**src/inc/trim_consts.svh**
```systemverilog
// Purpose: Offsets, field positions, reset values for the core trim bank
// Assumes: Register port with byte-granular offsets, 16-bit data
// Notes:   Definitions only
`ifndef TRIM_CONSTS_SVH
`define TRIM_CONSTS_SVH
`define ADDR_TIMING_B_DE_INB  12'h31B
`define ADDR_OFS_A_P0_INA     12'h344
`define ADDR_OFS_A_P0_INB     12'h346
`define ADDR_OFS_A_P90_INA    12'h348
`define ADDR_OFS_A_P90_INB    12'h34A
`define ADDR_OFS_B_P0_INA     12'h34C
`define ADDR_FUSE_STATUS      12'h3F0
`define TIMING_MSB            7
`define OFS_MSB               11
`define RSVD_MSB              15
`define RSVD_LSB              12
`define TIMING_RESET          8'h00
`define NUM_TRIMS             6
`define FUSE_IDX_W            3
`endif

```
**src/inc/trim_pkg.sv**
```systemverilog
// Purpose: Types for the core trim bank
// Assumes: Nothing beyond the constants header
// Notes:   Trim indices follow the fuse storage order
package trim_pkg;
   typedef enum logic [2:0] {
      TRIM_TIMING_B_DE_INB,
      TRIM_OFS_A_P0_INA,
      TRIM_OFS_A_P0_INB,
      TRIM_OFS_A_P90_INA,
      TRIM_OFS_A_P90_INB,
      TRIM_OFS_B_P0_INA
   } trim_idx_e;
   typedef enum logic {
      LOAD_BUSY,
      LOAD_DONE
   } load_state_e;
endpackage : trim_pkg

```
**src/fuse_loader.sv**
```systemverilog
// Purpose: Walk the fuse storage once after reset and hand each default out
// Assumes: Fuse data valid one cycle after its index is presented
// Notes:   One trim per two cycles; done is a level held until next reset
`timescale 1ns/1ns
`include "trim_consts.svh"
module fuse_loader
   import trim_pkg::*;
(
   // Clock and reset
   input  wire logic                   sys_clk_i,
   input  wire logic                   nrst_i,
   // Fuse storage side
   output logic [`FUSE_IDX_W-1:0]      fuse_idx_o,
   input  wire logic [15:0]            fuse_data_i,
   // Load strobe to the bank
   output logic                        load_we_o,
   output logic [`FUSE_IDX_W-1:0]      load_idx_o,
   output logic [15:0]                 load_data_o,
   output logic                        done_o
);
   load_state_e                state;
   logic [`FUSE_IDX_W-1:0]     idx;
   logic                       phase;
   wire                        last = (idx == 3'(`NUM_TRIMS - 1));

   //////////////////////////////////////////////////////////////////
   // Present index, capture data on the second cycle of each slot
   always_ff @(posedge sys_clk_i or negedge nrst_i) begin
      if (!nrst_i) begin
         state       <= LOAD_BUSY;
         idx         <= '0;
         phase       <= 1'b0;
         load_we_o   <= 1'b0;
         load_idx_o  <= '0;
         load_data_o <= 16'h0000;
      end else begin
         load_we_o <= 1'b0;
         unique case (state)
            LOAD_BUSY: begin
               phase <= ~phase;
               if (phase) begin
                  load_we_o   <= 1'b1;
                  load_idx_o  <= idx;
                  load_data_o <= fuse_data_i;
                  if (last) state <= LOAD_DONE;
                  else idx <= idx + 3'h1;
               end
            end
            LOAD_DONE: ;
         endcase
      end
   end

   assign fuse_idx_o = idx;
   assign done_o     = (state == LOAD_DONE) && !load_we_o;
endmodule : fuse_loader

```
**src/offset_select.sv**
```systemverilog
// Purpose: Pick the one offset trim for each core from the operating state
// Assumes: Mode inputs already on sys_clk
// Notes:   Zero offset when foreground calibration is off
`timescale 1ns/1ns
module offset_select (
   // Operating state
   input  wire logic         fg_cal_en_i,
   input  wire logic         a_in_sel_b_i,
   input  wire logic         a_phase90_i,
   input  wire logic         b_in_sel_b_i,
   // Stored trims
   input  wire logic [11:0]  ofs_a_p0_ina_i,
   input  wire logic [11:0]  ofs_a_p0_inb_i,
   input  wire logic [11:0]  ofs_a_p90_ina_i,
   input  wire logic [11:0]  ofs_a_p90_inb_i,
   input  wire logic [11:0]  ofs_b_p0_ina_i,
   // Chosen trims
   output logic [11:0]       ofs_a_o,
   output logic [11:0]       ofs_b_o
);
   // A core: four way choice by phase then input
   wire [11:0] a_p0  = a_in_sel_b_i ? ofs_a_p0_inb_i  : ofs_a_p0_ina_i;
   wire [11:0] a_p90 = a_in_sel_b_i ? ofs_a_p90_inb_i : ofs_a_p90_ina_i;
   assign ofs_a_o = !fg_cal_en_i ? 12'h000 : (a_phase90_i ? a_p90 : a_p0);
   // B core: only input A trim lives in this bank; input B gives zero
   assign ofs_b_o = (fg_cal_en_i && !b_in_sel_b_i) ? ofs_b_p0_ina_i : 12'h000;
endmodule : offset_select

```
**src/core_trim_bank.sv**
```systemverilog
// Purpose: Software trim registers for a dual-core converter
// Assumes: Fuse storage and mode pins supplied by the surrounding chip
// Notes:   Register port is plain strobes; read data one cycle later
// Contract
// [RULE1] 8-bit read/write B-core timing trim for dual-edge, calibrated, input B.
// [RULE2] 12-bit A-core offset for input A, 0 degree phase, calibration on.
// [RULE3] Separate 12-bit A-core offset for input B, 0 degree phase.
// [RULE4] Distinct 12-bit A-core offset for input A, 90 degree phase.
// [RULE5] Distinct 12-bit A-core offset for input B, 90 degree phase.
// [RULE6] Read/write B-core offset for input A, low twelve bits of sixteen.
// [RULE7] Defaults load from fuses at startup; offset bits 15-12 reserved.
// [RULE8] Timing trim shifts sampling instant of the core and mode it serves.
// [RULE9] Software may read defaults and overwrite; written values then used.
// [RULE10] Exactly one offset per core chosen from core, input, phase, calibration.
//
// Local design decision: strobed register access.
`timescale 1ns/1ns
`include "trim_consts.svh"
module core_trim_bank
   import trim_pkg::*;
(
   // Clock and reset
   input  wire logic          sys_clk_i,
   input  wire logic          nrst_i,
   // Register port
   input  wire logic [11:0]   reg_addr_i,
   input  wire logic [15:0]   reg_wdata_i,
   input  wire logic          reg_wr_i,
   input  wire logic          reg_rd_i,
   output logic [15:0]        reg_rdata_o,
   // Fuse storage
   output logic [2:0]         fuse_idx_o,
   input  wire logic [15:0]   fuse_data_i,
   // Operating mode pins (asynchronous)
   input  wire logic          dual_edge_i,
   input  wire logic          fg_cal_en_i,
   input  wire logic          a_in_sel_b_i,
   input  wire logic          a_phase90_i,
   input  wire logic          b_in_sel_b_i,
   // Trims to the cores
   output logic [7:0]         timing_b_o,
   output logic               timing_b_valid_o,
   output logic [11:0]        ofs_a_o,
   output logic [11:0]        ofs_b_o,
   output logic               trims_ready_o
);
   //////////////////////////////////////////////////////////////////
   // Storage
   logic [7:0]   timing_trim_b_dual_edge_inb;
   logic [15:0]  ofs_reg [0:4];
   logic [4:0]   mode_s1;
   logic [4:0]   mode_s2;
   logic         load_we;
   logic [2:0]   load_idx;
   logic [15:0]  load_data;
   logic         load_done;
   logic [11:0]  sel_a;
   logic [11:0]  sel_b;

   // Address to offset slot, 3'h7 when not an offset register
   function automatic logic [2:0] ofs_slot(input logic [11:0] a);
      unique case (a)
         `ADDR_OFS_A_P0_INA:  ofs_slot = 3'h0;
         `ADDR_OFS_A_P0_INB:  ofs_slot = 3'h1;
         `ADDR_OFS_A_P90_INA: ofs_slot = 3'h2;
         `ADDR_OFS_A_P90_INB: ofs_slot = 3'h3;
         `ADDR_OFS_B_P0_INA:  ofs_slot = 3'h4;
         default:             ofs_slot = 3'h7;
      endcase
   endfunction : ofs_slot

   //////////////////////////////////////////////////////////////////
   // Startup load from fuses
   fuse_loader u_loader (
      .sys_clk_i   (sys_clk_i),
      .nrst_i      (nrst_i),
      .fuse_idx_o  (fuse_idx_o),
      .fuse_data_i (fuse_data_i),
      .load_we_o   (load_we),
      .load_idx_o  (load_idx),
      .load_data_o (load_data),
      .done_o      (load_done)
   );

   // Mode pins come from outside the clock domain
   always_ff @(posedge sys_clk_i or negedge nrst_i) begin
      if (!nrst_i) begin
         mode_s1 <= 5'h00;
         mode_s2 <= 5'h00;
      end else begin
         mode_s1 <= {dual_edge_i, fg_cal_en_i, a_in_sel_b_i, a_phase90_i, b_in_sel_b_i};
         mode_s2 <= mode_s1;
      end
   end

   wire m_dual  = mode_s2[4];
   wire m_fg    = mode_s2[3];
   wire m_a_inb = mode_s2[2];
   wire m_a_p90 = mode_s2[1];
   wire m_b_inb = mode_s2[0];

   //////////////////////////////////////////////////////////////////
   // Write decode; software writes are dropped until fuse load ends
   wire        sw_wr      = reg_wr_i && load_done;
   wire [2:0]  wr_slot    = ofs_slot(reg_addr_i);
   wire        wr_timing  = sw_wr && (reg_addr_i == `ADDR_TIMING_B_DE_INB);
   wire        ld_timing  = load_we && (load_idx == 3'(TRIM_TIMING_B_DE_INB));
   wire [2:0]  ld_slot    = load_idx - 3'h1;

   // Timing trim register
   always_ff @(posedge sys_clk_i or negedge nrst_i) begin
      if (!nrst_i) timing_trim_b_dual_edge_inb <= `TIMING_RESET;  // see [RULE1]
      else if (ld_timing) timing_trim_b_dual_edge_inb <= load_data[`TIMING_MSB:0]; // see [RULE7]
      else if (wr_timing) timing_trim_b_dual_edge_inb <= reg_wdata_i[`TIMING_MSB:0]; // see [RULE9]
   end

   // Offset registers, all sixteen bits kept (reserved bits are R/W)
   always_ff @(posedge sys_clk_i or negedge nrst_i) begin
      if (!nrst_i) begin
         for (int i = 0; i < 5; i++) ofs_reg[i] <= 16'h0000;
      end else if (load_we && !ld_timing) begin
         ofs_reg[ld_slot] <= load_data;  // see [RULE7]
      end else if (sw_wr && wr_slot != 3'h7) begin
         ofs_reg[wr_slot] <= reg_wdata_i;  // see [RULE6] see [RULE9]
      end
   end

   //////////////////////////////////////////////////////////////////
   // Read port: data stands in the cycle after the strobe only
   wire [2:0]  rd_slot = ofs_slot(reg_addr_i);
   wire [15:0] rd_mux  =
      (reg_addr_i == `ADDR_TIMING_B_DE_INB) ? {8'h00, timing_trim_b_dual_edge_inb} :
      (reg_addr_i == `ADDR_FUSE_STATUS)     ? {15'h0000, load_done} :
      (rd_slot != 3'h7)                     ? ofs_reg[rd_slot] : 16'h0000;

   always_ff @(posedge sys_clk_i or negedge nrst_i) begin
      if (!nrst_i) reg_rdata_o <= 16'h0000;
      else reg_rdata_o <= reg_rd_i ? rd_mux : 16'h0000;
   end

   //////////////////////////////////////////////////////////////////
   // Offset choice per core
   offset_select u_sel (
      .fg_cal_en_i     (m_fg),
      .a_in_sel_b_i    (m_a_inb),
      .a_phase90_i     (m_a_p90),
      .b_in_sel_b_i    (m_b_inb),
      .ofs_a_p0_ina_i  (ofs_reg[0][`OFS_MSB:0]),  // see [RULE2]
      .ofs_a_p0_inb_i  (ofs_reg[1][`OFS_MSB:0]),  // see [RULE3]
      .ofs_a_p90_ina_i (ofs_reg[2][`OFS_MSB:0]),  // see [RULE4]
      .ofs_a_p90_inb_i (ofs_reg[3][`OFS_MSB:0]),  // see [RULE5]
      .ofs_b_p0_ina_i  (ofs_reg[4][`OFS_MSB:0]),  // see [RULE6]
      .ofs_a_o         (sel_a),
      .ofs_b_o         (sel_b)
   );

   // Registered outputs to the cores; reserved bits never reach them
   always_ff @(posedge sys_clk_i or negedge nrst_i) begin
      if (!nrst_i) begin
         ofs_a_o          <= 12'h000;
         ofs_b_o          <= 12'h000;
         timing_b_o       <= 8'h00;
         timing_b_valid_o <= 1'b0;
      end else begin
         ofs_a_o          <= sel_a;  // see [RULE10]
         ofs_b_o          <= sel_b;  // see [RULE10]
         timing_b_o       <= timing_trim_b_dual_edge_inb;  // see [RULE8]
         timing_b_valid_o <= m_dual && m_fg && m_b_inb;  // see [RULE1] see [RULE8]
      end
   end

   assign trims_ready_o = load_done;

   //////////////////////////////////////////////////////////////////
   // Checks on the register side
   // Edges since reset release, saturating, so the fuse walk length
   // can be pinned without a long repetition
   logic [4:0] since_rst;
   always_ff @(posedge sys_clk_i or negedge nrst_i) begin
      if (!nrst_i) since_rst <= 5'h00;
      else if (since_rst != 5'h1F) since_rst <= since_rst + 5'h01;
   end

   // Software write to the timing trim lands next edge
   a_timing_write: assert property (@(posedge sys_clk_i) disable iff (!nrst_i)  // see [RULE1]
      wr_timing |=> timing_trim_b_dual_edge_inb == $past(reg_wdata_i[7:0]))
      else $error("timing trim write lost");
   // Timing trim reads back zero-extended
   a_read_timing: assert property (@(posedge sys_clk_i) disable iff (!nrst_i)  // see [RULE1]
      (reg_rd_i && reg_addr_i == `ADDR_TIMING_B_DE_INB) |=>
         reg_rdata_o == {8'h00, $past(timing_trim_b_dual_edge_inb)})
      else $error("timing trim read back wrong");
   // Timing trim moves only on a fuse load or a software write
   a_timing_hold: assert property (@(posedge sys_clk_i) disable iff (!nrst_i)  // see [RULE9]
      (!wr_timing && !ld_timing) |=> $stable(timing_trim_b_dual_edge_inb))
      else $error("timing trim changed unasked");
   // Writes before the fuse walk ends are dropped
   a_early_wr_drop: assert property (@(posedge sys_clk_i) disable iff (!nrst_i)  // see [RULE7]
      (reg_wr_i && !load_done && !ld_timing) |=> $stable(timing_trim_b_dual_edge_inb))
      else $error("write accepted during fuse load");
   // Fuse default reaches the timing trim
   a_load_timing: assert property (@(posedge sys_clk_i) disable iff (!nrst_i)  // see [RULE7]
      ld_timing |=> timing_trim_b_dual_edge_inb == $past(load_data[7:0]))
      else $error("timing default not loaded");
   // Fuse default reaches each offset register
   a_fuse_load_ofs: assert property (@(posedge sys_clk_i) disable iff (!nrst_i)  // see [RULE7]
      (load_we && !ld_timing) |=> ofs_reg[$past(ld_slot)] == $past(load_data))
      else $error("fuse default not loaded");
   // Fuse walk has a fixed length, never short
   a_load_length: assert property (@(posedge sys_clk_i) disable iff (!nrst_i)  // see [RULE7]
      trims_ready_o == (since_rst >= 5'h0D))
      else $error("fuse walk length wrong");
   // Load strobes are single cycles, one slot apart
   a_load_we_pulse: assert property (@(posedge sys_clk_i) disable iff (!nrst_i)  // see [RULE7]
      load_we |=> !load_we)
      else $error("load strobe too long");
   // Ready is a level held until the next reset
   a_done_holds: assert property (@(posedge sys_clk_i) disable iff (!nrst_i)  // see [RULE7]
      trims_ready_o |=> trims_ready_o)
      else $error("ready dropped");
   // Fuse index never leaves the six trims
   a_fuse_idx_range: assert property (@(posedge sys_clk_i) disable iff (!nrst_i)  // see [RULE7]
      fuse_idx_o <= 3'h5)
      else $error("fuse index out of range");
   // Software write to an offset lands next edge, all sixteen bits
   a_ofs_write: assert property (@(posedge sys_clk_i) disable iff (!nrst_i)  // see [RULE9]
      (sw_wr && wr_slot != 3'h7) |=> ofs_reg[$past(wr_slot)] == $past(reg_wdata_i))
      else $error("offset write lost");
   // Offset read back, one per register
   a_read_back: assert property (@(posedge sys_clk_i) disable iff (!nrst_i)  // see [RULE9]
      (reg_rd_i && reg_addr_i == `ADDR_OFS_A_P0_INA) |=> reg_rdata_o == $past(ofs_reg[0]))
      else $error("offset read back wrong");
   a_read_p0_inb: assert property (@(posedge sys_clk_i) disable iff (!nrst_i)  // see [RULE3]
      (reg_rd_i && reg_addr_i == `ADDR_OFS_A_P0_INB) |=> reg_rdata_o == $past(ofs_reg[1]))
      else $error("phase0 input B read back wrong");
   a_read_p90_ina: assert property (@(posedge sys_clk_i) disable iff (!nrst_i)  // see [RULE4]
      (reg_rd_i && reg_addr_i == `ADDR_OFS_A_P90_INA) |=> reg_rdata_o == $past(ofs_reg[2]))
      else $error("phase90 input A read back wrong");
   a_read_p90_inb: assert property (@(posedge sys_clk_i) disable iff (!nrst_i)  // see [RULE5]
      (reg_rd_i && reg_addr_i == `ADDR_OFS_A_P90_INB) |=> reg_rdata_o == $past(ofs_reg[3]))
      else $error("phase90 input B read back wrong");
   a_read_b_ina: assert property (@(posedge sys_clk_i) disable iff (!nrst_i)  // see [RULE6]
      (reg_rd_i && reg_addr_i == `ADDR_OFS_B_P0_INA) |=> reg_rdata_o == $past(ofs_reg[4]))
      else $error("B offset read back wrong");
   // Status shows the load state
   a_read_status: assert property (@(posedge sys_clk_i) disable iff (!nrst_i)  // see [RULE7]
      (reg_rd_i && reg_addr_i == `ADDR_FUSE_STATUS) |=>
         reg_rdata_o == {15'h0000, $past(load_done)})
      else $error("status read wrong");
   // Unmapped addresses read zero
   a_read_unmapped: assert property (@(posedge sys_clk_i) disable iff (!nrst_i)  // see [RULE9]
      (reg_rd_i && rd_slot == 3'h7 && reg_addr_i != `ADDR_TIMING_B_DE_INB &&
         reg_addr_i != `ADDR_FUSE_STATUS) |=> reg_rdata_o == 16'h0000)
      else $error("unmapped read not zero");
   // Read data stands one cycle only
   a_rdata_idle: assert property (@(posedge sys_clk_i) disable iff (!nrst_i)  // see [RULE9]
      !reg_rd_i |=> reg_rdata_o == 16'h0000)
      else $error("read data outside its cycle");

   //////////////////////////////////////////////////////////////////
   // Checks on the core side
   // A core offset, one per input and phase
   a_ofs_a_p0_ina: assert property (@(posedge sys_clk_i) disable iff (!nrst_i)  // see [RULE2]
      (m_fg && !m_a_p90 && !m_a_inb) |=> ofs_a_o == $past(ofs_reg[0][11:0]))
      else $error("A offset phase0 input A wrong");
   a_ofs_a_p0_inb: assert property (@(posedge sys_clk_i) disable iff (!nrst_i)  // see [RULE3]
      (m_fg && !m_a_p90 && m_a_inb) |=> ofs_a_o == $past(ofs_reg[1][11:0]))
      else $error("A offset phase0 input B wrong");
   a_ofs_a_p90_ina: assert property (@(posedge sys_clk_i) disable iff (!nrst_i)  // see [RULE4]
      (m_fg && m_a_p90 && !m_a_inb) |=> ofs_a_o == $past(ofs_reg[2][11:0]))
      else $error("A offset phase90 input A wrong");
   a_ofs_a_p90_inb: assert property (@(posedge sys_clk_i) disable iff (!nrst_i)  // see [RULE5]
      (m_fg && m_a_p90 && m_a_inb) |=> ofs_a_o == $past(ofs_reg[3][11:0]))
      else $error("A offset phase90 input B wrong");
   // B core offset: input A from the bank, input B has none here
   a_ofs_b_ina: assert property (@(posedge sys_clk_i) disable iff (!nrst_i)  // see [RULE6]
      (m_fg && !m_b_inb) |=> ofs_b_o == $past(ofs_reg[4][11:0]))
      else $error("B offset input A wrong");
   a_ofs_b_inb_zero: assert property (@(posedge sys_clk_i) disable iff (!nrst_i)  // see [RULE10]
      m_b_inb |=> ofs_b_o == 12'h000)
      else $error("B offset applied on input B");
   // No offset without foreground calibration
   a_cal_off_zero: assert property (@(posedge sys_clk_i) disable iff (!nrst_i)  // see [RULE10]
      !m_fg |=> (ofs_a_o == 12'h000 && ofs_b_o == 12'h000))
      else $error("offset applied without calibration");
   // Timing trim flagged only in its own mode, always copied
   a_timing_valid: assert property (@(posedge sys_clk_i) disable iff (!nrst_i)  // see [RULE8]
      (m_dual && m_fg && m_b_inb) |=>
         timing_b_valid_o && timing_b_o == $past(timing_trim_b_dual_edge_inb))
      else $error("timing trim not presented");
   a_timing_idle: assert property (@(posedge sys_clk_i) disable iff (!nrst_i)  // see [RULE8]
      !(m_dual && m_fg && m_b_inb) |=> !timing_b_valid_o)
      else $error("timing trim flagged out of mode");
   a_timing_copy: assert property (@(posedge sys_clk_i) disable iff (!nrst_i)  // see [RULE8]
      1'b1 |=> timing_b_o == $past(timing_trim_b_dual_edge_inb))
      else $error("timing trim copy stale");
endmodule : core_trim_bank

```
**config.mk**
```make
export PLATFORM = sky130hd
export DESIGN_NAME = core_trim_bank
export DESIGN_NICKNAME = d
export VERILOG_FILES = /design/src/inc/trim_pkg.sv /design/src/fuse_loader.sv /design/src/offset_select.sv /design/src/core_trim_bank.sv
export VERILOG_INCLUDE_DIRS = /design/src /design/src/inc
export SDC_FILE = /design/constraint.sdc
export NUM_CORES = 1
export LEC_CHECK = 0
export ABC_AREA = 1
export BUFFER_PORTS_ARGS = -buffer_cell sky130_fd_sc_hd__buf_2
export CORE_MARGIN = 1.5
export CORE_UTILIZATION = 60
export CTS_BUF_LIST = sky130_fd_sc_hd__clkbuf_4
export CTS_CLUSTER_DIAMETER = 150
export DETAILED_ROUTE_END_ITERATION = 8
export PLACE_DENSITY = 0.82
export SYNTH_ARGS = -nofsm -noshare
export SYNTH_HDL_FRONTEND = slang
export SYNTH_SLANG_ARGS = --single-unit
```
**constraint.sdc**
```tcl
create_clock -name sys_clk_i -period 2.4 [get_ports sys_clk_i]
set_input_delay 0.12 -clock sys_clk_i [delete_from_list [all_inputs] [get_ports sys_clk_i]]
set_output_delay 0.12 -clock sys_clk_i [all_outputs]
set_load 0.005 [all_outputs]
```
==> impl_summary.md, run 1 <==
Clock network
The root buffer selected by CTS is clkbuf_4. The total CTS buffers is 17. The clock transition at the registers of the reported paths is approximately 0.15 ns.

Clock tree synthesis found a total of 172 sinks. The number of buffers on the longest clock path is 2. The clock reaches the later pin of the worst-skew pair after roughly 0.6 ns.

TritonCTS built the clock tree. The total number of H-tree levels is 4.

Setup path
The worst setup path startpoint is u_loader.load_idx_o[0]$_DFFE_PN0P_. The launching element type of the critical path is a flip-flop. The highest-delay cell along the critical path is dfrtp_1.

The worst register-to-register path begins at u_loader.load_idx_o[0]$_DFFE_PN0P_. The data arrival at the endpoint of the critical path is 2.77 ns. The worst setup path is captured at a flip-flop. Data on the critical path is required at its endpoint by 2.92 ns. The number of cells on the worst reg-to-reg path is 9. In this design, the stage delay of the slowest critical-path cell is 0.41 ns. The top fanout value on the critical path is 30. The category of the most critical setup path is flip-flop to flip-flop. Walking the worst path, the cells encountered are inv_1 > ha_1 > xnor2_1 > inv_1 > nor2_1 > nand2_1 > nand2_4 > nand2_1 > o21ai_2.

Logic synthesis
Counting flops with a built-in enable in the synthesized netlist gives 0. The number of cells produced by synthesis is just over 1000. The adder and majority gate portion of the synthesized area is less than 1%. The async set-reset flop share out of synthesis is between 90% and 100%. The synthesized area per cell is 8.27 sq um.

Measured against the total synthesized area, the mux share comes to 0%. The post-synthesis register bit count is approximately 170. Summing the sequential cell areas from Yosys gives 50.1% of the chip area. After Yosys synthesis, XOR and XNOR cells account for 0.306% of the synthesized area.

The most used flip-flop cell after synthesis is dfrtp_1. Counting every net in the synthesized netlist gives between 1000 and 1500. For this run, the number of Yosys warnings is 0.

The number of different library cells in the post-synthesis netlist is 38. By area, the combinational part of the netlist is dominated by simple AND/OR/NAND/NOR gates. The combined area of all synthesized cells is 8590 sq um.

The compound-cell area share of the yosys netlist is 17.6%. Summing the areas of all and, or, nand and nor instances in the mapped netlist gives 23.4% of the synthesized area.

Finish
The area growth from synthesis to layout is 15.3%. The number of fill cells is 1115. The number of flip-flops under the largest register name is 80. In the final design database the tool counted 1229 nets. The top cell types in the final layout, fill and taps aside, are nand2_1, dfrtp_1, o21ai_0. The most common cell after layout, fill and taps aside is nand2_1. The ratio of cells with drive above 1 in the final layout is 18.8%. The final cell count without fillers is 1366.

Drt
The detailed-route DRC error count is 0. The detailed router finished its first iteration with approximately 1300 violations. For this block, the routed nets add up to 26.1 mm of wire.

In the final routed layout, each cell accounts on average for between 15 and 20 microns. The final antenna-violating net count is 0. The per-cell via count in the routed design is 5.93. The via total after detailed routing is 8104.

The detailed-routing iteration count for the pre-antenna-repair pass is 7.

Floorplan
The floorplan has 43 rows. The floorplan step defined a die boundary enclosing 15000 sq um. The core region is 13900 sq um. The die is 123 microns wide. During I/O placement, the number of pins put on the boundary was 106. The starting utilization of the core area is 61.6%. The die is around 120 microns tall.

Worst hold path
The number of stages on the worst hold path is 5. The kind of path behind the tightest hold check is input port to flip-flop. The launch instance of the worst min-delay path is reg_wdata_i[12].

STA
After layout, the minimum clock period comes to 2.25 ns. For the final routed database, the setup TNS stands at 0 ns. Setup repair after global routing left no endpoint under its margin. The number of max-slew violations in the final report is 0. On the final layout, the worst clock skew is 0.0285 ns. The number of failing setup endpoints in the final timing report is 0. The number of hold violations in the final report was 0.

The highest attainable clock frequency is 445 MHz. The transition time at the pin with the least slew margin is 0.695 ns. The relative slew slack is 53.7%.

The final clock period utilization by the worst path is 93.6%.

GRT
Entering global routing, the biggest net connects 72 pins. The aggregate global routing overflow is 0. The global-route wire length before repair is 41.1 mm. The number of antenna violations at the first check in global routing was 0. The via count of the first global-routing pass was 7575. The total global routing track utilization is 37.1%.

Place
The routability congestion estimate is 1.01. The count of buffers added on input and output ports is 105. The wire-length estimate of the detail-placed layout is about 19 mm. The number of cells after detailed placement is 1297.

Status
The flow ran to the end, and the final reports show no timing, DRC or antenna violations.

Power and ir drop
The analysis attributes to cell leakage a power of 0.00487 uW. The areal power density over the cells is 532 nW/um^2. The maximum vdd drop is 0.514 mV.

Run
Across the run, the number of max-cap violations was 0.
cells by family after synthesis:
kind of cell    count (synthesis)
flops                         172
buf+inv                       149
compound gates                259
simple gates                  452
fa+ha+maj                       4
xor+xnor                        3
per-layer routing:
layer / vias up / routed length [microns] / part of all wire [%] / GRT usage, %
met1: 3775 / 9870 / 38 / 48.5
met5: - / 0 / 0 / 0
met2: 541 / 11700 / 45 / 56.1
li1: 3677 / - / - / -
met3: 111 / 2680 / 10 / 8.41
met4: 0 / 1880 / 7.2 / 23.3
final timing paths:
kind	slack (ns)	end
worst max-delay path	0.15	ofs_reg[55]$_DFFE_PN0P_
worst min-delay path	0.06	ofs_reg[44]$_DFFE_PN0P_
worst max register to register	0.15	ofs_reg[55]$_DFFE_PN0P_
worst min register to register	0.36	mode_s2[0]$_DFF_PN0_
max in group asynchronous	1.52	timing_trim_b_dual_edge_inb[6]$_DFFE_PN0P_
min in group asynchronous	0.10	ofs_reg[43]$_DFFE_PN0P_
cell usage after synthesis, types with 3 or more instances:
library cell	count	area share, %
nand2_2	5	0.36
buf_6	6	0.79
nand3_1	58	3.4
nor2_1	84	3.7
nand2_4	11	1.4
a31oi_1	4	0.29
buf_2	11	0.64
inv_2	5	0.22
nor2_2	3	0.22
o211ai_1	19	1.7
dfrtp_1	172	50
o22ai_1	8	0.58
nor2_8	4	0.93
o221ai_1	5	0.51
a21oi_1	60	3.5
a31oi_2	10	1.5
inv_4	3	0.22
o21ai_1	29	1.7
nand2_1	271	12
xnor2_1	3	0.31
inv_1	89	3.9
nand4_1	8	0.58
ha_1	4	0.58
o21ai_2	15	1.5
clkbuf_1	22	0.96
buf_1	5	0.22
buf_4	3	0.26
o21ai_0	107	6.2
critical path: cells and delay by family (launching register included):
kind,cells,cell delay (ns)
AO/OA/AOI/OAI,1,0.08
buffers and inverters,2,0.26
flip-flops,1,0.41
XOR/XNOR,1,0.22
AND/OR/NAND/NOR,4,0.96
adder cells (fa/ha/maj),1,0.23
per-stage QoR:
step           power, uW  cell area, sq um  worst slack [ns]  hold slack (ns)  utilization (%)
2_1_floorplan       3330              8590             0.500           -0.176                -
3_3_place_gp        3560              9260             0.342            0.188             66.4
3_5_place_dp        3570              9260             0.230            0.191             66.4
4_1_cts             5280              9900             0.207           0.0237             71.0
5_1_grt             5460              9900            0.0402           0.0582             71.0
6_report            5270              9900             0.153           0.0613             71.1
area by class of cell:
type,count,area [sq um],area share [%]
Antenna cell,1,2.50,0.0253
Inverter,99,385,3.89
Timing Repair Buffer,164,1100,11.1
Tap cell,180,225,2.27
Sequential cell,172,4300,43.5
Clock buffer,19,143,1.44
Multi-Input combinational cell,718,3600,36.4
Clock inverter,13,140,1.42
power by group:
group / switching [uW] / internal, uW / leakage, uW
Sequential: 67.0 / 3020 / 0.00207
Combinational: 296 / 186 / 0.00264
Clock: 1050 / 650 / 0.000155
what timing repair did:
item | CTS | global route
setup endpoints to repair | 0 | 0
endpoints found under the hold margin | 118 | 0
setup buffers | 0 | 0
hold buffers | 36 | 0
gates resized for setup | 0 | 0
Note: power is estimated with default switching activity, not from simulation.
==> run 2, diff against run 1 <==
--- a/config.mk
+++ b/config.mk
@@ -9,11 +9,11 @@
 export ABC_AREA = 1
 export BUFFER_PORTS_ARGS = -buffer_cell sky130_fd_sc_hd__buf_2
 export CORE_MARGIN = 1.5
-export CORE_UTILIZATION = 60
+export CORE_UTILIZATION = 55
 export CTS_BUF_LIST = sky130_fd_sc_hd__clkbuf_4
 export CTS_CLUSTER_DIAMETER = 150
 export DETAILED_ROUTE_END_ITERATION = 8
-export PLACE_DENSITY = 0.82
+export PLACE_DENSITY = 0.76
 export SYNTH_ARGS = -nofsm -noshare
 export SYNTH_HDL_FRONTEND = slang
 export SYNTH_SLANG_ARGS = --single-unit
==> impl_summary.md, run 2 (same netlist as run 1, synthesis figures left out) <==
Power and ir drop
In this run, flip-flops and latches consume between 50 and 60% of the power. The clock network accounts for 32.1% of the total power. The analysis attributes to cell leakage a power of 0.00486 uW. The cell-internal power is roughly 3800 uW.

Net switching is 27.1% of the power. VDD sags by at most 0.412 mV. For this design the total switching power over the nets is between 1000 and 1500 uW. Combinational logic burns a little under a tenth of the power. In this run the power density over the cells is 531 nW/um^2.

Total power for the finished layout comes to ~5300 uW.

GRT
Entering global routing, the biggest net connects between 50 and 60 pins. The number of antenna violations at the first check in global routing came to 1. The via count of the first global-routing pass is 7632. The aggregate global routing overflow is 0. The first global-routing pass estimated 41.3 mm of wire. Global routing used 33.7% of the available tracks across all layers.

Setup path
In this run the worst path has a maximum fanout of 32. The kind of cell adding the most delay to the critical path is simple AND/OR/NAND/NOR gates. The required time of the critical path is 2.93 ns. The largest individual stage delay along the critical path comes from the cell dfrtp_1. The worst stage delay on the critical path is 0.39 ns.

The critical path goes through inv_1 > nor2_1 > nand2_1 > nor2_8 > nand2_1 > nand2_1 > buf_4 > nand2_1 > o21ai_1. Data arrives at the worst endpoint at 2.69 ns. The kind of end point of the critical path is a flip-flop.

The category of the most critical setup path is flip-flop to flip-flop. The worst setup path is launched from a flip-flop. The most repeated library cell on the critical path is nand2_1. Counting both buffers and inverters, the worst setup path holds a total of 2.

Clock network
Clock-pin slew was measured on the worst setup and hold paths at 0.14 ns. TritonCTS built the clock tree. Counting every sink on the clock net gives 172. The clock passes through at most 2 buffers.

The total number of H-tree levels is 4. In this run the clock root is driven by a clkbuf_4. Clock tree synthesis inserted a total of 17 buffers. The source-to-sink clock delay at the later pin of the worst-skew pair is around 0.6 ns.

STA
The number of max-slew violations in the final report was 0. In this run the tightest slew margin relative to its limit is 55.7%. The minimum period implied by the final worst setup slack is ~2.2 ns. Setup repair after global routing left no endpoint under its margin. The number of hold violations in the final report is 0. The final clock period utilization by the worst path is about nine tenths.

The highest attainable clock frequency is 464 MHz. The clock arrives with roughly 0.015 ns of skew. For the pin with the worst max-slew slack, the measured transition is 0.664 ns.

After routing, the total negative slack on setup checks comes to 0 ns. Setup violations remaining at the end of the flow were counted as 0.

Drt
After detailed routing, the average wire length per cell comes to between 15 and 20 microns. The final antenna-violating net count is 0. The detailed router finished its first iteration with a little over 1000 violations. The amount of wire on met2 after detailed routing is 11.7 mm.

Before antenna repair, the detailed router went through 6 iterations. The detailed-route DRC error count is 0. The detailed router put a total of slightly above 10 mm of wire on met1. Using the TritonRoute via totals, the vias-per-cell ratio works out to 5.88. After detailed routing, the met3 layer carries 2.87 mm of wire. The via total after detailed routing is roughly 8000. The sum of routed wire length over all layers is 26.3 mm. The highest metal layer used by the detailed router is met4.

Place
The HPWL after detailed placement is between 15 and 20 mm. At the end of routability-driven placement, the weighted congestion stood at 1.09. Port buffering added between 100 and 150 buffers.

Floorplan
The die is 128 microns tall. The placeable core region is 15200 sq um. For this configuration, the core starts out at a cell density of 56.5%. The cell row count is 45. The number of top-level pins is 106. The die footprint is 16400 sq um.

The floorplan step set the die width to 128 microns.

Status
The run finished with clean final reports.

Finish
Relative to the synthesized area, the layout overhead comes to 15.3%. In the final layout, the share of cells above drive strength 1 is 18.9%. The number of fill cells is 1290. The number of nets in the finished design is roughly 1200. In the layout the commonest cells are nand2_1, dfrtp_1, o21ai_0.

For this run, the share of the core covered by cells in the final layout is 65.1%. The register with the most flip-flops in the layout has 80 of them. The library cell used most frequently in the layout, excluding fill and tap cells, is nand2_1.

Run
The reported max-cap violation count is 0.

Worst hold path
The kind of path behind the tightest hold check is input port to asynchronous set/reset pin.
run 2: cell types whose count changed in the layout (fill, tap and decap cells not counted):
| cell | change |
|---|---|
| inv_8 | -1 |
| buf_12 | -1 |
| clkinvlp_4 | +2 |
| buf_4 | +2 |
| clkbuf_4 | -1 |
run 2: routing by layer:
layer  vias up  track usage, %
li1       3668               -
met1      3774            44.2
met2       552            51.2
met3        96            9.06
met4         0            18.9
met5         -               0
run 2: per-stage QoR:
stage                     setup WS (ns)  area (sq um)  hold WS, ns  cells
after detailed placement          0.318          9260        0.120   1306
final                             0.243          9900       0.0363   1375
after floorplan                   0.500          8590       -0.176   1039
after global placement            0.343          9260        0.120   1306
after global routing             0.0842          9900       0.0486   1375
after CTS                         0.270          9900       0.0438   1374
run 2: path summary, 6_finish.rpt:
path                                               start                          to  slack [ns]  cells after the start
worst max-delay path            u_loader.state$_DFF_PN0_     ofs_reg[38]$_DFFE_PN0P_        0.24                      9
worst min-delay path                              nrst_i  timing_b_valid_o$_DFF_PN0_        0.04                      2
worst max register to register  u_loader.state$_DFF_PN0_     ofs_reg[38]$_DFFE_PN0P_        0.24                      9
worst min register to register      mode_s1[4]$_DFF_PN0_        mode_s2[4]$_DFF_PN0_        0.36                      0
max in group asynchronous                         nrst_i    reg_rdata_o[4]$_DFF_PN0_        1.66                      3
min in group sys_clk_i                   reg_wdata_i[12]     ofs_reg[12]$_DFFE_PN0P_        0.04                      5
run 2: cell type report:
cell class / count / area (sq um) / share of cell area (%)
diodes: 1 / 2.50 / 0.0253
repair buffers: 165 / 1100 / 11.1
flip-flops and latches: 172 / 4300 / 43.5
clock inverters: 14 / 144 / 1.45
clock buffers: 18 / 135 / 1.36
inverters: 99 / 385 / 3.89
well taps: 188 / 235 / 2.38
multi-input cells: 718 / 3600 / 36.3
run 2: power by group through the flow:
stage | combinational, uW | sequential, uW | clock [uW]
floorplan | 201 | 3130 | 0
global placement | 420 | 3140 | 0
detailed placement | 428 | 3150 | 0
CTS | 474 | 3090 | 1690
global route | 533 | 3100 | 1820
finish | 481 | 3090 | 1690
run 2: worst reg2reg max path, delay by kind of cell, from the launching register on:
family | cells | cell delay, ns
simple gates | 6 | 1.18
compound gates | 1 | 0.13
buf+inv | 2 | 0.41
flops | 1 | 0.39
run 2: what timing repair did:
action / 4_1_cts / 5_1_grt
endpoints found under the hold margin: 220 / 0
buffers inserted: 0 / 0
hold buffers: 36 / 0
gates resized for setup: 0 / 0
==> run 3, diff against run 2 <==
--- a/config.mk
+++ b/config.mk
@@ -7,6 +7,7 @@
 export NUM_CORES = 1
 export LEC_CHECK = 0
 export ABC_AREA = 1
+export ABC_CLOCK_PERIOD_IN_PS = 2600
 export BUFFER_PORTS_ARGS = -buffer_cell sky130_fd_sc_hd__buf_2
 export CORE_MARGIN = 1.5
 export CORE_UTILIZATION = 55
==> constraint.sdc (replaced) <==
create_clock -name sys_clk_i -period 2.6 [get_ports sys_clk_i]
set_input_delay 0.13 -clock sys_clk_i [delete_from_list [all_inputs] [get_ports sys_clk_i]]
set_output_delay 0.13 -clock sys_clk_i [all_outputs]
set_load 0.005 [all_outputs]
==> impl_summary.md, run 3 (same netlist as run 1, synthesis figures left out) <==
Status
The run finished with clean final reports.

Drt
The final antenna-violating net count is 0. The wire length per cell is ~19 microns. The via total after detailed routing is slightly below 8000. The sum of routed wire length over all layers is 25.9 mm.

The detailed router finished its first iteration with ~1100 violations. The per-cell via count in the routed design is 5.78. The first detailed-routing pass took 6 iterations. The detailed-route DRC error count is 0.

Clock network
Clock tree synthesis selected as its root buffer the cell clkbuf_4. For this design, the sink count on the clock tree is between 150 and 200. The count of instances resized after the clock tree is built is 0. The total CTS buffers is 17.

The number of hold buffers added after CTS was 37. The later pin in the worst-skew pair is clocked with a latency of 0.58 ns. Once the clock tree was built, the setup fixing pass inserted 0 buffers.

The TritonCTS clock tree is built. The total number of H-tree levels is 4. The clock passes through at most 2 buffers. The clock transition at the registers of the reported paths is 0.15 ns.

Floorplan
The die is 128 microns tall. The cell row count is 45. The starting utilization of the core area is between 50% and 60%. From left edge to right edge, the die measures 128 microns. The number of top-level pins is 106. The die footprint is about 16000 sq um. The placeable core region is 15200 sq um.

STA
The minimum period implied by the final worst setup slack is 2.17 ns. The number of hold violations in the final report is 0. The relative slew slack is a little under three fifths.

In the final timing run, aggregate negative setup slack is 0 ns. The number of max-slew violations in the final report is 0. Based on the critical path, the design can be clocked at up to 461 MHz. The number of failing setup endpoints in the final timing report is 0.

Setup repair after global routing left no endpoint under its margin. At the pin with the least slew margin, the transition time is 0.665 ns. The worst clock skew is 0.0198 ns. The final clock period utilization by the worst path is 83.4%.

Place
The HPWL after detailed placement is 18.4 mm. Including well taps, the total number of placed cells is 1302. The routability congestion estimate is 1.04. Port buffering added 105 buffers.

Setup path
For the worst setup path, the data arrival time is 2.67 ns. STA classifies the critical path startpoint as a flip-flop. Data on the critical path is required at its endpoint by between 3 and 4 ns. Of all nets on the critical path, the largest fanout is 30. The critical path is of the flip-flop to flip-flop type. The worst setup path is captured at a flip-flop.

Finish
The most common cell after layout, fill and taps aside is nand2_1. The register with the most flip-flops in the layout has 80 of them. The area growth from synthesis to layout is 15.1%. The number of nets in the finished design is 1227.

The post-route netlist has a little under a fifth of its cells at a drive strength greater than 1. The top cell types in the final layout, fill and taps aside, are nand2_1, dfrtp_1, o21ai_0. Cells fill 65.0% of the core in the end. The final cell count without fillers is 1371.

GRT
The maximum number of pins on one net before global-route repair is between 70 and 80. Across every metal layer, demand over resource in global routing totals 33.0%. The global-route wire length before repair is 40.3 mm. Global routing finished with a remaining overflow of 0. The number of antenna violations at the first check in global routing is 1. The via count of the first global-routing pass is 7401.

Power and ir drop
The areal power density over the cells is between 400 and 500 nW/um^2. After layout, the design draws a total of 4850 uW. Across the VDD grid, the largest voltage drop is approximately 0.38 mV. The static leakage power is around 0.0048 uW.

Worst hold path
The min-delay analysis places its worst path in the category input port to flip-flop.

Run
The reported max-cap violation count is 0.
[run 3: area by class of cell]
class	count	area [sq um]
clock buffers	19	143
flip-flops and latches	172	4300
inverters	99	385
multi-input cells	718	3600
clock inverters	12	140
repair buffers	162	1080
fillers	1270	5320
diodes	1	2.50
well taps	188	235
[run 3: path summary, 6_finish.rpt]
path,slack (ns),startpoint,end,cells past startpoint
worst max-delay path,0.43,u_loader.load_idx_o[0]$_DFFE_PN0P_,ofs_reg[48]$_DFFE_PN0P_,9
worst min-delay path,0.07,reg_wdata_i[15],ofs_reg[63]$_DFFE_PN0P_,5
worst max register to register,0.43,u_loader.load_idx_o[0]$_DFFE_PN0P_,ofs_reg[48]$_DFFE_PN0P_,9
worst min register to register,0.36,mode_s1[1]$_DFF_PN0_,mode_s2[1]$_DFF_PN0_,0
max in group asynchronous,1.23,nrst_i,mode_s2[0]$_DFF_PN0_,4
min in group asynchronous,0.55,nrst_i,ofs_a_o[8]$_DFF_PN0_,3
[run 3: per-layer routing]
| layer | track usage [%] | up-vias | wire [microns] |
|---|---|---|---|
| met5 | 0 | - | 0 |
| met4 | 20.7 | 0 | 1700 |
| met3 | 7.55 | 93 | 2630 |
| met2 | 48.5 | 495 | 11300 |
| met1 | 44.3 | 3677 | 10200 |
| li1 | - | 3666 | - |
[run 3: where the power goes]
part	internal [uW]	switching (uW)	total (uW)
Clock	599	961	1560
Sequential	2790	57.7	2850
Combinational	172	273	446
[run 3: per-stage QoR]
step | setup WS, ns | hold WS (ns) | cell area (sq um)
6_report | 0.432 | 0.0679 | 9890
5_1_grt | 0.253 | 0.0368 | 9890
4_1_cts | 0.476 | 0.0291 | 9880
3_5_place_dp | 0.474 | 0.0439 | 9230
3_3_place_gp | 0.478 | 0.0425 | 9230
2_1_floorplan | 0.700 | -0.166 | 8590
[run 3: worst max-delay path: stages (launching register included)]
cell	delay, ns
dfrtp_1	0.41
inv_1	0.11
ha_1	0.22
xnor2_1	0.22
inv_1	0.15
nor2_1	0.21
nand2_1	0.20
nand2_4	0.36
nand2_1	0.13
o21ai_2	0.07
